## src/logic/fpag_pkg.sv

```systemverilog
// Constants, types and helpers for the flash program access gate
package fpag_pkg;

  // Link command codes
  localparam logic [7:0] FPAG_CMD_REV    = 8'h00;
  localparam logic [7:0] FPAG_CMD_STAT   = 8'h02;
  localparam logic [7:0] FPAG_CMD_WCTL   = 8'h04;
  localparam logic [7:0] FPAG_CMD_RCTL   = 8'h05;
  localparam logic [7:0] FPAG_CMD_WFC    = 8'h08;
  localparam logic [7:0] FPAG_CMD_WTEST  = 8'hF0;
  localparam logic [7:0] FPAG_TEST_BYPASS = 8'h04;

  // Flash command register values
  localparam logic [7:0] FPAG_FC_UNLOCK1 = 8'h73;
  localparam logic [7:0] FPAG_FC_UNLOCK2 = 8'h8C;
  localparam logic [7:0] FPAG_FC_SECSEL  = 8'h5E;
  localparam logic [7:0] FPAG_FC_PERASE  = 8'hB1; // Arbitrary code
  localparam logic [7:0] FPAG_FC_MERASE  = 8'hB2; // Arbitrary code
  localparam logic [7:0] FPAG_FC_LOCK    = 8'hB3; // Arbitrary code

  // Register file offsets in the flash bank
  localparam logic [7:0] FPAG_REG_FCMD   = 8'h01;
  localparam logic [7:0] FPAG_REG_PAGE   = 8'h02;

  // Status codes
  localparam logic [5:0] FPAG_ST_LOCKED   = 6'h00;
  localparam logic [5:0] FPAG_ST_UNLK1    = 6'h01;
  localparam logic [5:0] FPAG_ST_UNLK2    = 6'h02;
  localparam logic [5:0] FPAG_ST_UNLOCKED = 6'h03;
  localparam logic [5:0] FPAG_ST_SECSEL   = 6'h04;
  localparam logic [5:0] FPAG_ST_PROG     = 6'h08;
  localparam logic [5:0] FPAG_ST_PERASE   = 6'h10;
  localparam logic [5:0] FPAG_ST_MERASE   = 6'h20;

  // Field positions and widths
  localparam int         FPAG_ADDR_W     = 16;
  localparam int         FPAG_PAGE_HI    = 15;
  localparam int         FPAG_PAGE_LO    = 9;
  localparam int         FPAG_SEC_HI     = 15;
  localparam int         FPAG_SEC_LO     = 13;
  localparam int         FPAG_INFO_BIT   = 7;
  localparam int         FPAG_FCM_BIT    = 0;
  localparam logic [6:0] FPAG_INFO_OPEN  = 7'h03;
  localparam logic [8:0] FPAG_PAGE_BASE  = 9'h000;
  localparam logic [7:0] FPAG_RESET_BYTE = 8'h00;

  typedef enum logic [7:0] {
    FS_LOCKED   = 8'h01,
    FS_UNLK1    = 8'h02,
    FS_UNLK2    = 8'h04,
    FS_UNLOCKED = 8'h08,
    FS_SECSEL   = 8'h10,
    FS_PROG     = 8'h20,
    FS_PERASE   = 8'h40,
    FS_MERASE   = 8'h80
  } fpag_state_t;

  typedef struct packed {
    logic [7:0] code;
    logic [7:0] addr;
    logic [7:0] data;
  } fpag_cmd_t;

  typedef struct packed {
    logic                   prog;
    logic                   read;
    logic                   perase;
    logic                   merase;
    logic                   info;
    logic [FPAG_ADDR_W-1:0] addr;
    logic [7:0]             wdata;
  } fpag_flash_t;

  // Status code of a controller state
  function automatic logic [5:0] fpag_status(fpag_state_t s);
    unique case (s)
      FS_LOCKED:   return FPAG_ST_LOCKED;
      FS_UNLK1:    return FPAG_ST_UNLK1;
      FS_UNLK2:    return FPAG_ST_UNLK2;
      FS_UNLOCKED: return FPAG_ST_UNLOCKED;
      FS_SECSEL:   return FPAG_ST_SECSEL;
      FS_PROG:     return FPAG_ST_PROG;
      FS_PERASE:   return FPAG_ST_PERASE;
      FS_MERASE:   return FPAG_ST_MERASE;
      default:     return FPAG_ST_LOCKED;
    endcase
  endfunction : fpag_status

  // Gate a flash access by the protect bits (1 means unprotected)
  function automatic fpag_flash_t fpag_allow(fpag_flash_t c, logic rwp, logic lhp);
    fpag_flash_t r;
    r = c;
    if (c.info) begin
      if (c.addr[FPAG_PAGE_HI:FPAG_PAGE_LO] != FPAG_INFO_OPEN) begin
        r.prog   = 1'b0;
        r.read   = 1'b0;
        r.perase = 1'b0;
      end
      if (!(rwp && lhp)) begin
        r.read   = 1'b0;
        r.perase = 1'b0;
      end
    end else if (!rwp) begin
      r.prog   = 1'b0;
      r.read   = 1'b0;
      r.perase = 1'b0;
    end else if (!lhp && !c.addr[FPAG_ADDR_W-1]) begin
      r.prog   = 1'b0;
      r.read   = 1'b0;
      r.perase = 1'b0;
    end
    return r;
  endfunction : fpag_allow

endpackage : fpag_pkg

```

## src/logic/fpag_tx_holdoff.sv

```systemverilog
// Transmit holdoff timer for the single-pin link
`timescale 1ns/1ps
module fpag_tx_holdoff
  import fpag_pkg::*;
#(
  parameter int BIT_CYCLES = 40
) (
  // Clock and reset
  input  wire logic clk,
  input  wire logic reset,
  // Link activity
  input  wire logic rx_busy,
  input  wire logic char_end,
  // Permission to start a character
  output logic      tx_ok
);

  localparam int          HALF_BIT = (BIT_CYCLES / 2 < 1) ? 1 : BIT_CYCLES / 2;
  localparam logic [15:0] HALF_CNT = 16'(HALF_BIT);

  logic [15:0] gap_cnt;

  // Half-bit gap after every stop bit
  always_ff @(posedge clk or posedge reset) begin
    if (reset) begin
      gap_cnt <= 16'h0000;
    end else if (char_end) begin
      gap_cnt <= HALF_CNT;
    end else if (gap_cnt != 16'h0000) begin
      gap_cnt <= gap_cnt - 16'h0001;
    end
  end

  // No start during gap or reception
  always_ff @(posedge clk or posedge reset) begin
    if (reset) begin
      tx_ok <= 1'b0;
    end else begin
      tx_ok <= !char_end && gap_cnt <= 16'h0001 && !rx_busy;
    end
  end

  a_tx_gap: assert property (@(posedge clk) disable iff (reset) char_end |=> !tx_ok [*2])
    else $error("transmit allowed inside stop-bit gap");
  a_tx_rx: assert property (@(posedge clk) disable iff (reset) rx_busy |=> !tx_ok)
    else $error("transmit allowed during reception");

endmodule : fpag_tx_holdoff

```

## src/logic/fpag_gate.sv

```systemverilog
// Flash program access gate: command filter, flash controller and bypass port
`timescale 1ns/1ps
module fpag_gate
  import fpag_pkg::*;
#(
  parameter int         OP_CYCLES  = 16,
  parameter int         BIT_CYCLES = 40,
  parameter logic [7:0] REVISION   = 8'h5A // Arbitrary value
) (
  // Clock and reset
  input  wire logic        clk,
  input  wire logic        reset,
  // Decoded link commands and answers
  input  wire logic        cmd_valid,
  input  wire fpag_cmd_t   cmd,
  input  wire logic        rx_busy,
  input  wire logic        char_end,
  output logic             tx_start,
  output logic [7:0]       rsp_byte,
  output logic             cmd_reject,
  // Register file port, flash bank
  input  wire logic        reg_wr,
  input  wire logic        reg_rd,
  input  wire logic [7:0]  reg_addr,
  input  wire logic [7:0]  reg_wdata,
  output logic [7:0]       reg_rdata,
  // Processor flash write
  input  wire logic        cpu_req,
  input  wire logic [15:0] cpu_addr,
  input  wire logic [7:0]  cpu_wdata,
  output logic             cpu_clk_stop,
  // Option bits, 1 is unprotected
  input  wire logic        flash_rw_protect_bit,
  input  wire logic        lower_half_protect_bit,
  // Bypass pins and array
  input  wire fpag_flash_t bp_pins,
  input  wire logic [7:0]  flash_rdata,
  output logic [7:0]       bp_rdata,
  output fpag_flash_t      flash_ctl
);

  localparam logic [15:0] OP_LOAD = 16'(OP_CYCLES - 1);

  fpag_state_t  state;
  fpag_state_t  next_state;
  logic [7:0]   icp_ctrl;
  logic         bypass_en;
  logic         prot_cleared;
  logic [7:0]   page_select_reg;
  logic [7:0]   sector_lock_reg;
  logic [15:0]  op_cnt;
  logic [15:0]  op_addr;
  logic [7:0]   op_data;
  logic         rsp_pend;
  logic         tx_ok;
  fpag_flash_t  bp_s1;
  fpag_flash_t  bp_s2;
  logic         fcm;
  logic         cmd_ok;
  logic         icp_wr;
  logic         wr_fcmd;
  logic         wr_page;
  logic [7:0]   wr_data;
  logic         rwp_eff;
  logic         lhp_eff;
  logic         page_match;
  logic         sec_open;
  logic         prog_go;
  logic         perase_go;
  fpag_flash_t  prog_chk;
  fpag_flash_t  erase_chk;
  fpag_flash_t  bp_gated;

  // Command filter by mode
  assign fcm = icp_ctrl[FPAG_FCM_BIT];
  always_comb begin
    unique case (cmd.code)
      FPAG_CMD_REV, FPAG_CMD_STAT,
      FPAG_CMD_WCTL, FPAG_CMD_RCTL: cmd_ok = 1'b1;
      FPAG_CMD_WFC:                 cmd_ok = fcm;
      FPAG_CMD_WTEST:               cmd_ok = 1'b1;
      default:                      cmd_ok = 1'b0;
    endcase
  end

  // Flash register writes from the link or the register port
  assign icp_wr  = cmd_valid && cmd_ok && cmd.code == FPAG_CMD_WFC;
  assign wr_data = icp_wr ? cmd.data : reg_wdata;
  assign wr_fcmd = icp_wr ? cmd.addr == FPAG_REG_FCMD
                          : (reg_wr && !bypass_en && reg_addr == FPAG_REG_FCMD);
  assign wr_page = icp_wr ? cmd.addr == FPAG_REG_PAGE
                          : (reg_wr && !bypass_en && reg_addr == FPAG_REG_PAGE);

  // Protection, lifted as a bypass mass erase starts or as a controller mass erase ends
  assign rwp_eff = flash_rw_protect_bit || prot_cleared;
  assign lhp_eff = lower_half_protect_bit || prot_cleared;

  // Controller access checks
  assign page_match = cpu_addr[FPAG_PAGE_HI:FPAG_PAGE_LO] == page_select_reg[6:0];
  assign sec_open   = page_select_reg[FPAG_INFO_BIT] ||
                      !sector_lock_reg[page_select_reg[6:4]];
  always_comb begin
    prog_chk        = '0;
    prog_chk.prog   = 1'b1;
    prog_chk.info   = page_select_reg[FPAG_INFO_BIT];
    prog_chk.addr   = cpu_addr;
    erase_chk       = '0;
    erase_chk.perase = 1'b1;
    erase_chk.info  = page_select_reg[FPAG_INFO_BIT];
    erase_chk.addr  = {page_select_reg[6:0], FPAG_PAGE_BASE};
    prog_chk        = fpag_allow(prog_chk, rwp_eff, lhp_eff);
    erase_chk       = fpag_allow(erase_chk, rwp_eff, lhp_eff);
  end
  assign prog_go   = cpu_req && !bypass_en && page_match && sec_open && prog_chk.prog;
  assign perase_go = wr_fcmd && wr_data == FPAG_FC_PERASE && sec_open && erase_chk.perase;

  // Controller state sequence
  always_comb begin
    next_state = state;
    unique case (state)
      FS_LOCKED: begin
        if (wr_fcmd && wr_data == FPAG_FC_UNLOCK1) begin
          next_state = FS_UNLK1;
        end else if (wr_fcmd && wr_data == FPAG_FC_SECSEL) begin
          next_state = FS_SECSEL;
        end
      end
      FS_UNLK1: begin
        if (wr_fcmd) begin
          next_state = (wr_data == FPAG_FC_UNLOCK2) ? FS_UNLK2 : FS_LOCKED;
        end
      end
      FS_UNLK2: begin
        next_state = FS_UNLOCKED;
      end
      FS_UNLOCKED: begin
        if (wr_fcmd && wr_data == FPAG_FC_LOCK) begin
          next_state = FS_LOCKED;
        end else if (wr_fcmd && wr_data == FPAG_FC_MERASE) begin
          next_state = FS_MERASE;
        end else if (perase_go) begin
          next_state = FS_PERASE;
        end else if (prog_go) begin
          next_state = FS_PROG;
        end
      end
      FS_SECSEL: begin
        if (wr_fcmd || wr_page) begin
          next_state = FS_LOCKED;
        end
      end
      FS_PROG, FS_PERASE, FS_MERASE: begin
        if (op_cnt == 16'h0000) begin
          next_state = FS_UNLOCKED;
        end
      end
      default: next_state = FS_LOCKED;
    endcase
  end

  // State register
  always_ff @(posedge clk or posedge reset) begin
    if (reset) begin
      state <= FS_LOCKED;
    end else begin
      state <= next_state;
    end
  end

  // Operation timer and captured target
  always_ff @(posedge clk or posedge reset) begin
    if (reset) begin
      op_cnt  <= 16'h0000;
      op_addr <= 16'h0000;
      op_data <= FPAG_RESET_BYTE;
    end else if (state == FS_UNLOCKED && next_state != FS_UNLOCKED && next_state != FS_LOCKED) begin
      op_cnt  <= OP_LOAD;
      op_addr <= cpu_addr;
      op_data <= cpu_wdata;
    end else if (op_cnt != 16'h0000) begin
      op_cnt  <= op_cnt - 16'h0001;
    end
  end

  // Shared page select / sector lock address
  always_ff @(posedge clk or posedge reset) begin
    if (reset) begin
      page_select_reg <= FPAG_RESET_BYTE;
      sector_lock_reg <= FPAG_RESET_BYTE;
    end else if (wr_page && state == FS_SECSEL) begin
      sector_lock_reg <= sector_lock_reg | wr_data;
    end else if (wr_page) begin
      page_select_reg <= wr_data;
    end
  end

  // Link control register, bypass enable and answers
  always_ff @(posedge clk or posedge reset) begin
    if (reset) begin
      icp_ctrl   <= FPAG_RESET_BYTE;
      bypass_en  <= 1'b0;
      rsp_pend   <= 1'b0;
      rsp_byte   <= FPAG_RESET_BYTE;
      cmd_reject <= 1'b0;
    end else begin
      cmd_reject <= cmd_valid && !cmd_ok;
      if (cmd_valid && cmd_ok) begin
        unique case (cmd.code)
          FPAG_CMD_REV: begin
            rsp_byte <= REVISION;
            rsp_pend <= 1'b1;
          end
          FPAG_CMD_STAT: begin
            rsp_byte <= {6'h00, bypass_en, fcm};
            rsp_pend <= 1'b1;
          end
          FPAG_CMD_RCTL: begin
            rsp_byte <= icp_ctrl;
            rsp_pend <= 1'b1;
          end
          FPAG_CMD_WCTL: icp_ctrl <= cmd.data;
          FPAG_CMD_WTEST: bypass_en <= bypass_en || cmd.data == FPAG_TEST_BYPASS;
          default: ;
        endcase
      end else if (rsp_pend && tx_ok) begin
        rsp_pend <= 1'b0;
      end
    end
  end

  // Answer start pulse
  always_ff @(posedge clk or posedge reset) begin
    if (reset) begin
      tx_start <= 1'b0;
    end else begin
      tx_start <= rsp_pend && tx_ok && !(cmd_valid && cmd_ok);
    end
  end

  fpag_tx_holdoff #(
    .BIT_CYCLES (BIT_CYCLES)
  ) u_holdoff (
    .clk      (clk),
    .reset    (reset),
    .rx_busy  (rx_busy),
    .char_end (char_end),
    .tx_ok    (tx_ok)
  );

  // Processor clock stop in bypass
  always_ff @(posedge clk or posedge reset) begin
    if (reset) begin
      cpu_clk_stop <= 1'b0;
    end else begin
      cpu_clk_stop <= bypass_en;
    end
  end

  // Bypass pins through two flip-flops
  always_ff @(posedge clk or posedge reset) begin
    if (reset) begin
      bp_s1 <= '0;
      bp_s2 <= '0;
    end else begin
      bp_s1 <= bp_pins;
      bp_s2 <= bp_s1;
    end
  end

  assign bp_gated = fpag_allow(bp_s2, rwp_eff, lhp_eff);

  // Mass erase lifts protection
  always_ff @(posedge clk or posedge reset) begin
    if (reset) begin
      prot_cleared <= 1'b0;
    end else if ((bypass_en && bp_s2.merase) || (state == FS_MERASE && op_cnt == 16'h0000)) begin
      prot_cleared <= 1'b1;
    end
  end

  // Flash array controls
  always_ff @(posedge clk or posedge reset) begin
    if (reset) begin
      flash_ctl <= '0;
    end else if (bypass_en) begin
      flash_ctl <= bp_gated;
    end else begin
      flash_ctl        <= '0;
      flash_ctl.info   <= page_select_reg[FPAG_INFO_BIT];
      flash_ctl.prog   <= state == FS_PROG;
      flash_ctl.perase <= state == FS_PERASE;
      flash_ctl.merase <= state == FS_MERASE;
      flash_ctl.wdata  <= op_data;
      flash_ctl.addr   <= (state == FS_PERASE) ? {page_select_reg[6:0], FPAG_PAGE_BASE} : op_addr;
    end
  end

  // Bypass read data, zero when the read is refused
  always_ff @(posedge clk or posedge reset) begin
    if (reset) begin
      bp_rdata <= FPAG_RESET_BYTE;
    end else begin
      bp_rdata <= (bypass_en && flash_ctl.read) ? flash_rdata : FPAG_RESET_BYTE;
    end
  end

  // Register port read data
  always_ff @(posedge clk or posedge reset) begin
    if (reset) begin
      reg_rdata <= FPAG_RESET_BYTE;
    end else if (reg_rd && reg_addr == FPAG_REG_FCMD) begin
      reg_rdata <= {2'b00, fpag_status(state)};
    end else if (reg_rd && reg_addr == FPAG_REG_PAGE) begin
      reg_rdata <= page_select_reg;
    end else begin
      reg_rdata <= FPAG_RESET_BYTE;
    end
  end

  a_outside_fcm: assert property (@(posedge clk) disable iff (reset)
    cmd_valid && !fcm && cmd.code == FPAG_CMD_WFC && !reg_wr && !cpu_req &&
    !(state inside {FS_UNLK2, FS_PROG, FS_PERASE, FS_MERASE}) |=> cmd_reject && $stable(state))
    else $error("flash write command taken outside flash control mode");
  a_status_read: assert property (@(posedge clk) disable iff (reset)
    reg_rd && reg_addr == FPAG_REG_FCMD |=> reg_rdata == {2'b00, fpag_status($past(state))})
    else $error("status read does not match controller state");
  a_unlock_seq: assert property (@(posedge clk) disable iff (reset)
    state == FS_LOCKED && wr_fcmd && wr_data == FPAG_FC_UNLOCK1 ##1
    wr_fcmd && wr_data == FPAG_FC_UNLOCK2 |=> fpag_status(state) == FPAG_ST_UNLK2 ##1
    fpag_status(state) == FPAG_ST_UNLOCKED)
    else $error("unlock sequence did not reach unlocked");
  a_sector_sel: assert property (@(posedge clk) disable iff (reset)
    state == FS_SECSEL && wr_page && !wr_fcmd |=> sector_lock_reg == ($past(sector_lock_reg) | $past(wr_data))
    && page_select_reg == $past(page_select_reg))
    else $error("shared address write went to the wrong register");
  a_page_match: assert property (@(posedge clk) disable iff (reset)
    state == FS_UNLOCKED && next_state == FS_PROG |-> cpu_addr[FPAG_PAGE_HI:FPAG_PAGE_LO] == page_select_reg[6:0])
    else $error("byte program started on a foreign page");
  a_op_status: assert property (@(posedge clk) disable iff (reset)
    state == FS_UNLOCKED && next_state == FS_PERASE |=> fpag_status(state) == FPAG_ST_PERASE ##1 flash_ctl.perase)
    else $error("page erase not shown in status");
  a_clk_stop: assert property (@(posedge clk) disable iff (reset)
    bypass_en |=> cpu_clk_stop && state != FS_PROG || $past(state) == FS_PROG)
    else $error("processor clock runs in bypass");
  a_rw_deny: assert property (@(posedge clk) disable iff (reset)
    bypass_en && !rwp_eff && !bp_s2.info |=> !(flash_ctl.prog || flash_ctl.read || flash_ctl.perase))
    else $error("protected main memory reachable in bypass");
  a_upper_half: assert property (@(posedge clk) disable iff (reset)
    bypass_en && rwp_eff && !lhp_eff && !bp_s2.info && (bp_s2.prog || bp_s2.read || bp_s2.perase)
    |=> flash_ctl.addr[FPAG_ADDR_W-1] || !(flash_ctl.prog || flash_ctl.read || flash_ctl.perase))
    else $error("lower half reachable in bypass");
  a_info_page: assert property (@(posedge clk) disable iff (reset)
    bypass_en && bp_s2.info && bp_s2.addr[FPAG_PAGE_HI:FPAG_PAGE_LO] != FPAG_INFO_OPEN
    |=> !(flash_ctl.prog || flash_ctl.read || flash_ctl.perase))
    else $error("closed info page reachable in bypass");

  c_unlocked: cover property (@(posedge clk) disable iff (reset) state == FS_UNLOCKED);
  c_program: cover property (@(posedge clk) disable iff (reset) flash_ctl.prog && !bypass_en);
  c_bypass: cover property (@(posedge clk) disable iff (reset) bypass_en && bp_s2.merase);
  c_answer: cover property (@(posedge clk) disable iff (reset) tx_start);

endmodule : fpag_gate

```

## config.mk

```make
export PLATFORM = sky130hd
export DESIGN_NAME = fpag_gate
export DESIGN_NICKNAME = d
export VERILOG_FILES = /design/src/logic/fpag_pkg.sv /design/src/logic/fpag_tx_holdoff.sv /design/src/logic/fpag_gate.sv
export SDC_FILE = /design/constraint.sdc
export NUM_CORES = 1
export LEC_CHECK = 0
export BUFFER_PORTS_ARGS = -buffer_cell sky130_fd_sc_hd__buf_2
export CAP_MARGIN = 20
export CORE_ASPECT_RATIO = 0.9
export CORE_MARGIN = 2
export CORE_UTILIZATION = 25
export CTS_BUF_LIST = sky130_fd_sc_hd__clkbuf_8
export CTS_CLUSTER_DIAMETER = 200
export DETAILED_ROUTE_END_ITERATION = 16
export PLACE_DENSITY_LB_ADDON = 0.12
export SYNTH_ARGS = -nofsm -noshare
export SYNTH_HDL_FRONTEND = slang
export SYNTH_HIERARCHICAL = 1
export SYNTH_SLANG_ARGS = --single-unit
```

## constraint.sdc

```tcl
create_clock -name clk -period 5.5 [get_ports clk]
set_input_delay 0.55 -clock clk [delete_from_list [all_inputs] [get_ports clk]]
set_output_delay 0.55 -clock clk [all_outputs]
set_load 0.005 [all_outputs]
```

==> flow_summary.json <==
{
  "timing.final.crit_share_pct": 56.81,
  "yosys.area_share.simple_pct": 17.07,
  "synth_top_area_share_pct": 57.88,
  "yosysTopAreaCell": "dfrtp_1",
  "post_cts_resize_count": 0,
  "min_period_ns": 3.125,
  "clkLatencyLatePin_ns": 0.55,
  "io_pins": 167,
  "drv_slew": 0,
  "grt_overflow_total": 0,
  "status": "complete, no violations",
  "synth_ff_type": "dfrtp_1",
  "die_h_um": 182.6,
  "first_global_vias": 6642,
  "wirelength_um": 23740,
  "h-tree-depth": 2,
  "crit_type": "flip-flop to flip-flop",
  "rsz0062_at_grt": "no",
  "grt_max_degree": 125,
  "yosys-top-cells-area": "dfrtp_1 (58%), mux2_4 (4.1%), nand2_1 (2.8%), o21ai_0 (2.7%), mux2_2 (2.3%)",
  "syn_inst": 759,
  "cap_violations": 0,
  "crit_family": "simple AND/OR/NAND/NOR gates",
  "post-synth-top-count-cell": "dfrtp_1",
  "die_w_um": 202.5,
  "fmax_mhz": 320.0,
  "p_leak_nw": 5.444,
  "cts_sinks": 206,
  "start_util_pct": 25.35,
  "required_ns": 5.93,
  "synth_compound_area_share_pct": 9.867,
  "finalSetupViolCount": 0,
  "clk_pin_slew_ns": 0.07,
  "diodes": 0,
  "crit_chain": "or3b_2 > nor3_4 > mux2i_1 > a221oi_1 > o21ai_4 > buf_4 > mux2_4",
  "setup_tns_ns": 0,
  "crit_fanout": 16,
  "crit_slowest_cell": "or3b_2",
  "avgViaCountPerCell": 4.452,
  "synth_common_cells": "dfrtp_1 (205), nand2_1 (67), o21ai_0 (48)",
  "endpoint_kind": "flip-flop",
  "vdd_drop_max_mv": 0.1597,
  "wl_per_cell_um": 16.54,
  "place_congestion": 0.7622,
  "worstPathArrival_ns": 3.56,
  "seq_area_frac_synth_pct": 58.17,
  "portBuffers": 166,
  "power.density_nw_per_um2": 299.4,
  "syn_area_per_cell_sq_um": 11.68,
  "cts_tree": "yes",
  "grt_usage_pct": 12.96,
  "crit_buf_inv": 1,
  "syn_to_final_growth_pct": 23.69,
  "relSlewSlack_pct": 34.26,
  "r2r_start": "icp_ctrl[0]",
  "stdcell_count": 1435,
  "netlist_area_sq_um": 8864,
  "total_power_mw": 3.282,
  "remaining_drc_errors": 0,
  "final_nets": 1055,
  "holdCritPathClass": "primary input to flip-flop",
  "fin_skew_ns": 0.01201,
  "cp-start-kind": "flip-flop",
  "grt_pass1_wl_um": 37420,
  "vias": 6388,
  "cts-root-buf": "clkbuf_8",
  "synthXorXnorAreaFrac_pct": 2.273,
  "synth-edff-count": 0,
  "syn_nets": 874,
  "hold_slack_ns": 0.09722,
  "synth.distinct_cells": 77,
  "core_area_sq_um": 34970,
  "worst_slew_pin_slew_ns": 0.9795,
  "async_reset_ff_share_pct": 100.0,
  "synth_fa_ha_area_share_pct": 0.5647,
  "numCtsBuffers": 39,
  "cts_buffer_depth": 3,
  "drt-pass1-iter-count": 6,
  "ys_seq_elements": 206,
  "dr.first_iter.drc_count": 251,
  "crit_start": "icp_ctrl[0]",
  "antenna_left": 0,
  "synth_mux_area_share_pct": 9.034,
  "antenna_found_initial": 0,
  "drive_gt1_share_pct": 30.33,
  "finalHoldViolations": 0,
  "hold_start": "bp_pins[9]",
  "synth_top_family_by_area": "simple AND/OR/NAND/NOR gates",
  "die-area_sq_um": 36980,
  "dp_cells": 1367,
  "ys_warn_count": 6,
  "cpPeakStageDelay_ns": 0.55,
  "dp_hpwl_um": 16410,
  "rows": 65
}
[report_power, final]
group	total, mW	internal [mW]	switching [mW]
sequential	1.58	1.56	0.0266
combinational	0.196	0.0763	0.120
clock	1.50	0.818	0.684
total	3.28	2.45	0.830
[area by class of cell]
class                           instances  area (sq um)
Fill cell                            3651         24010
Sequential cell                       206          5157
Multi-Input combinational cell        495          3447
Timing Repair Buffer                  174         905.9
Clock buffer                           50         688.2
Tap cell                              469         586.8
Inverter                               24         93.84
Clock inverter                         17         83.83
[cells by family (layout without fill, tap and decap cells)]
family                   after synthesis  in the layout
AO/OA/AOI/OAI                        139            139
XOR/XNOR                              23             23
adder cells (fa/ha/maj)                4              4
buffers and inverters                 58            265
flip-flops                           206            206
multiplexers                          63             63
AND/OR/NAND/NOR                      266            266
[layer usage]
layer	routed length (um)	global-route usage (%)	vias to the layer above
met1	10840	17.12	3095
met4	837	5.635	0
met2	10970	20.32	138
met5	0	0	-
li1	-	-	3093
met3	1086	3.000	62
[final timing paths]
kind / end / slack, ns / cells past startpoint
worst max-delay path: op_data[4] / 2.38 / 7
worst min register to register: bp_gated[18] / 0.35 / 0
worst max register to register: op_data[4] / 2.38 / 7
max in group asynchronous: bp_rdata[1] / 4.02 / 4
min in group asynchronous: bp_s1[0] / 0.46 / 3
worst min-delay path: bp_s1[9] / 0.1 / 1
[layout by cell type (no fill, tap or decap), drive strengths merged, types with 4 or more instances in the layout]
| cell | n |
|---|---|
| buf | 173 |
| dfrtp | 205 |
| nand4 | 13 |
| o21bai | 8 |
| o31ai | 7 |
| inv | 38 |
| a21o | 4 |
| nor4 | 19 |
| a21oi | 27 |
| nand3 | 12 |
| nand3b | 6 |
| clkbuf | 50 |
| o21ai | 53 |
| nand4b | 4 |
| nand2 | 67 |
| and3 | 11 |
| ha | 4 |
| or4 | 13 |
| nor3b | 6 |
| a22oi | 4 |
| nor3 | 20 |
| mux2i | 17 |
| nor2 | 32 |
| nor2b | 11 |
| xor2 | 12 |
| nand2b | 7 |
| o22ai | 4 |
| a31oi | 4 |
| mux2 | 44 |
| or3 | 13 |
| xnor2 | 11 |
| and2 | 16 |
[what timing repair did]
action	in CTS	in global routing
hold endpoints to repair	3	0
hold buffers	1	0
buffers inserted	0	0
[stage by stage]
| stage | instance area (sq um) | setup WS [ns] | utilization [%] |
|---|---|---|---|
| floorplan | 8867 | 2.516 | - |
| global placement | 10180 | 1.900 | 29.11 |
| detailed placement | 10180 | 1.829 | 29.11 |
| CTS | 10960 | 2.314 | 31.35 |
| global route | 10960 | 2.169 | 31.35 |
| finish | 10960 | 2.375 | 31.35 |
No activity file was read; power rests on OpenSTA's default activity.
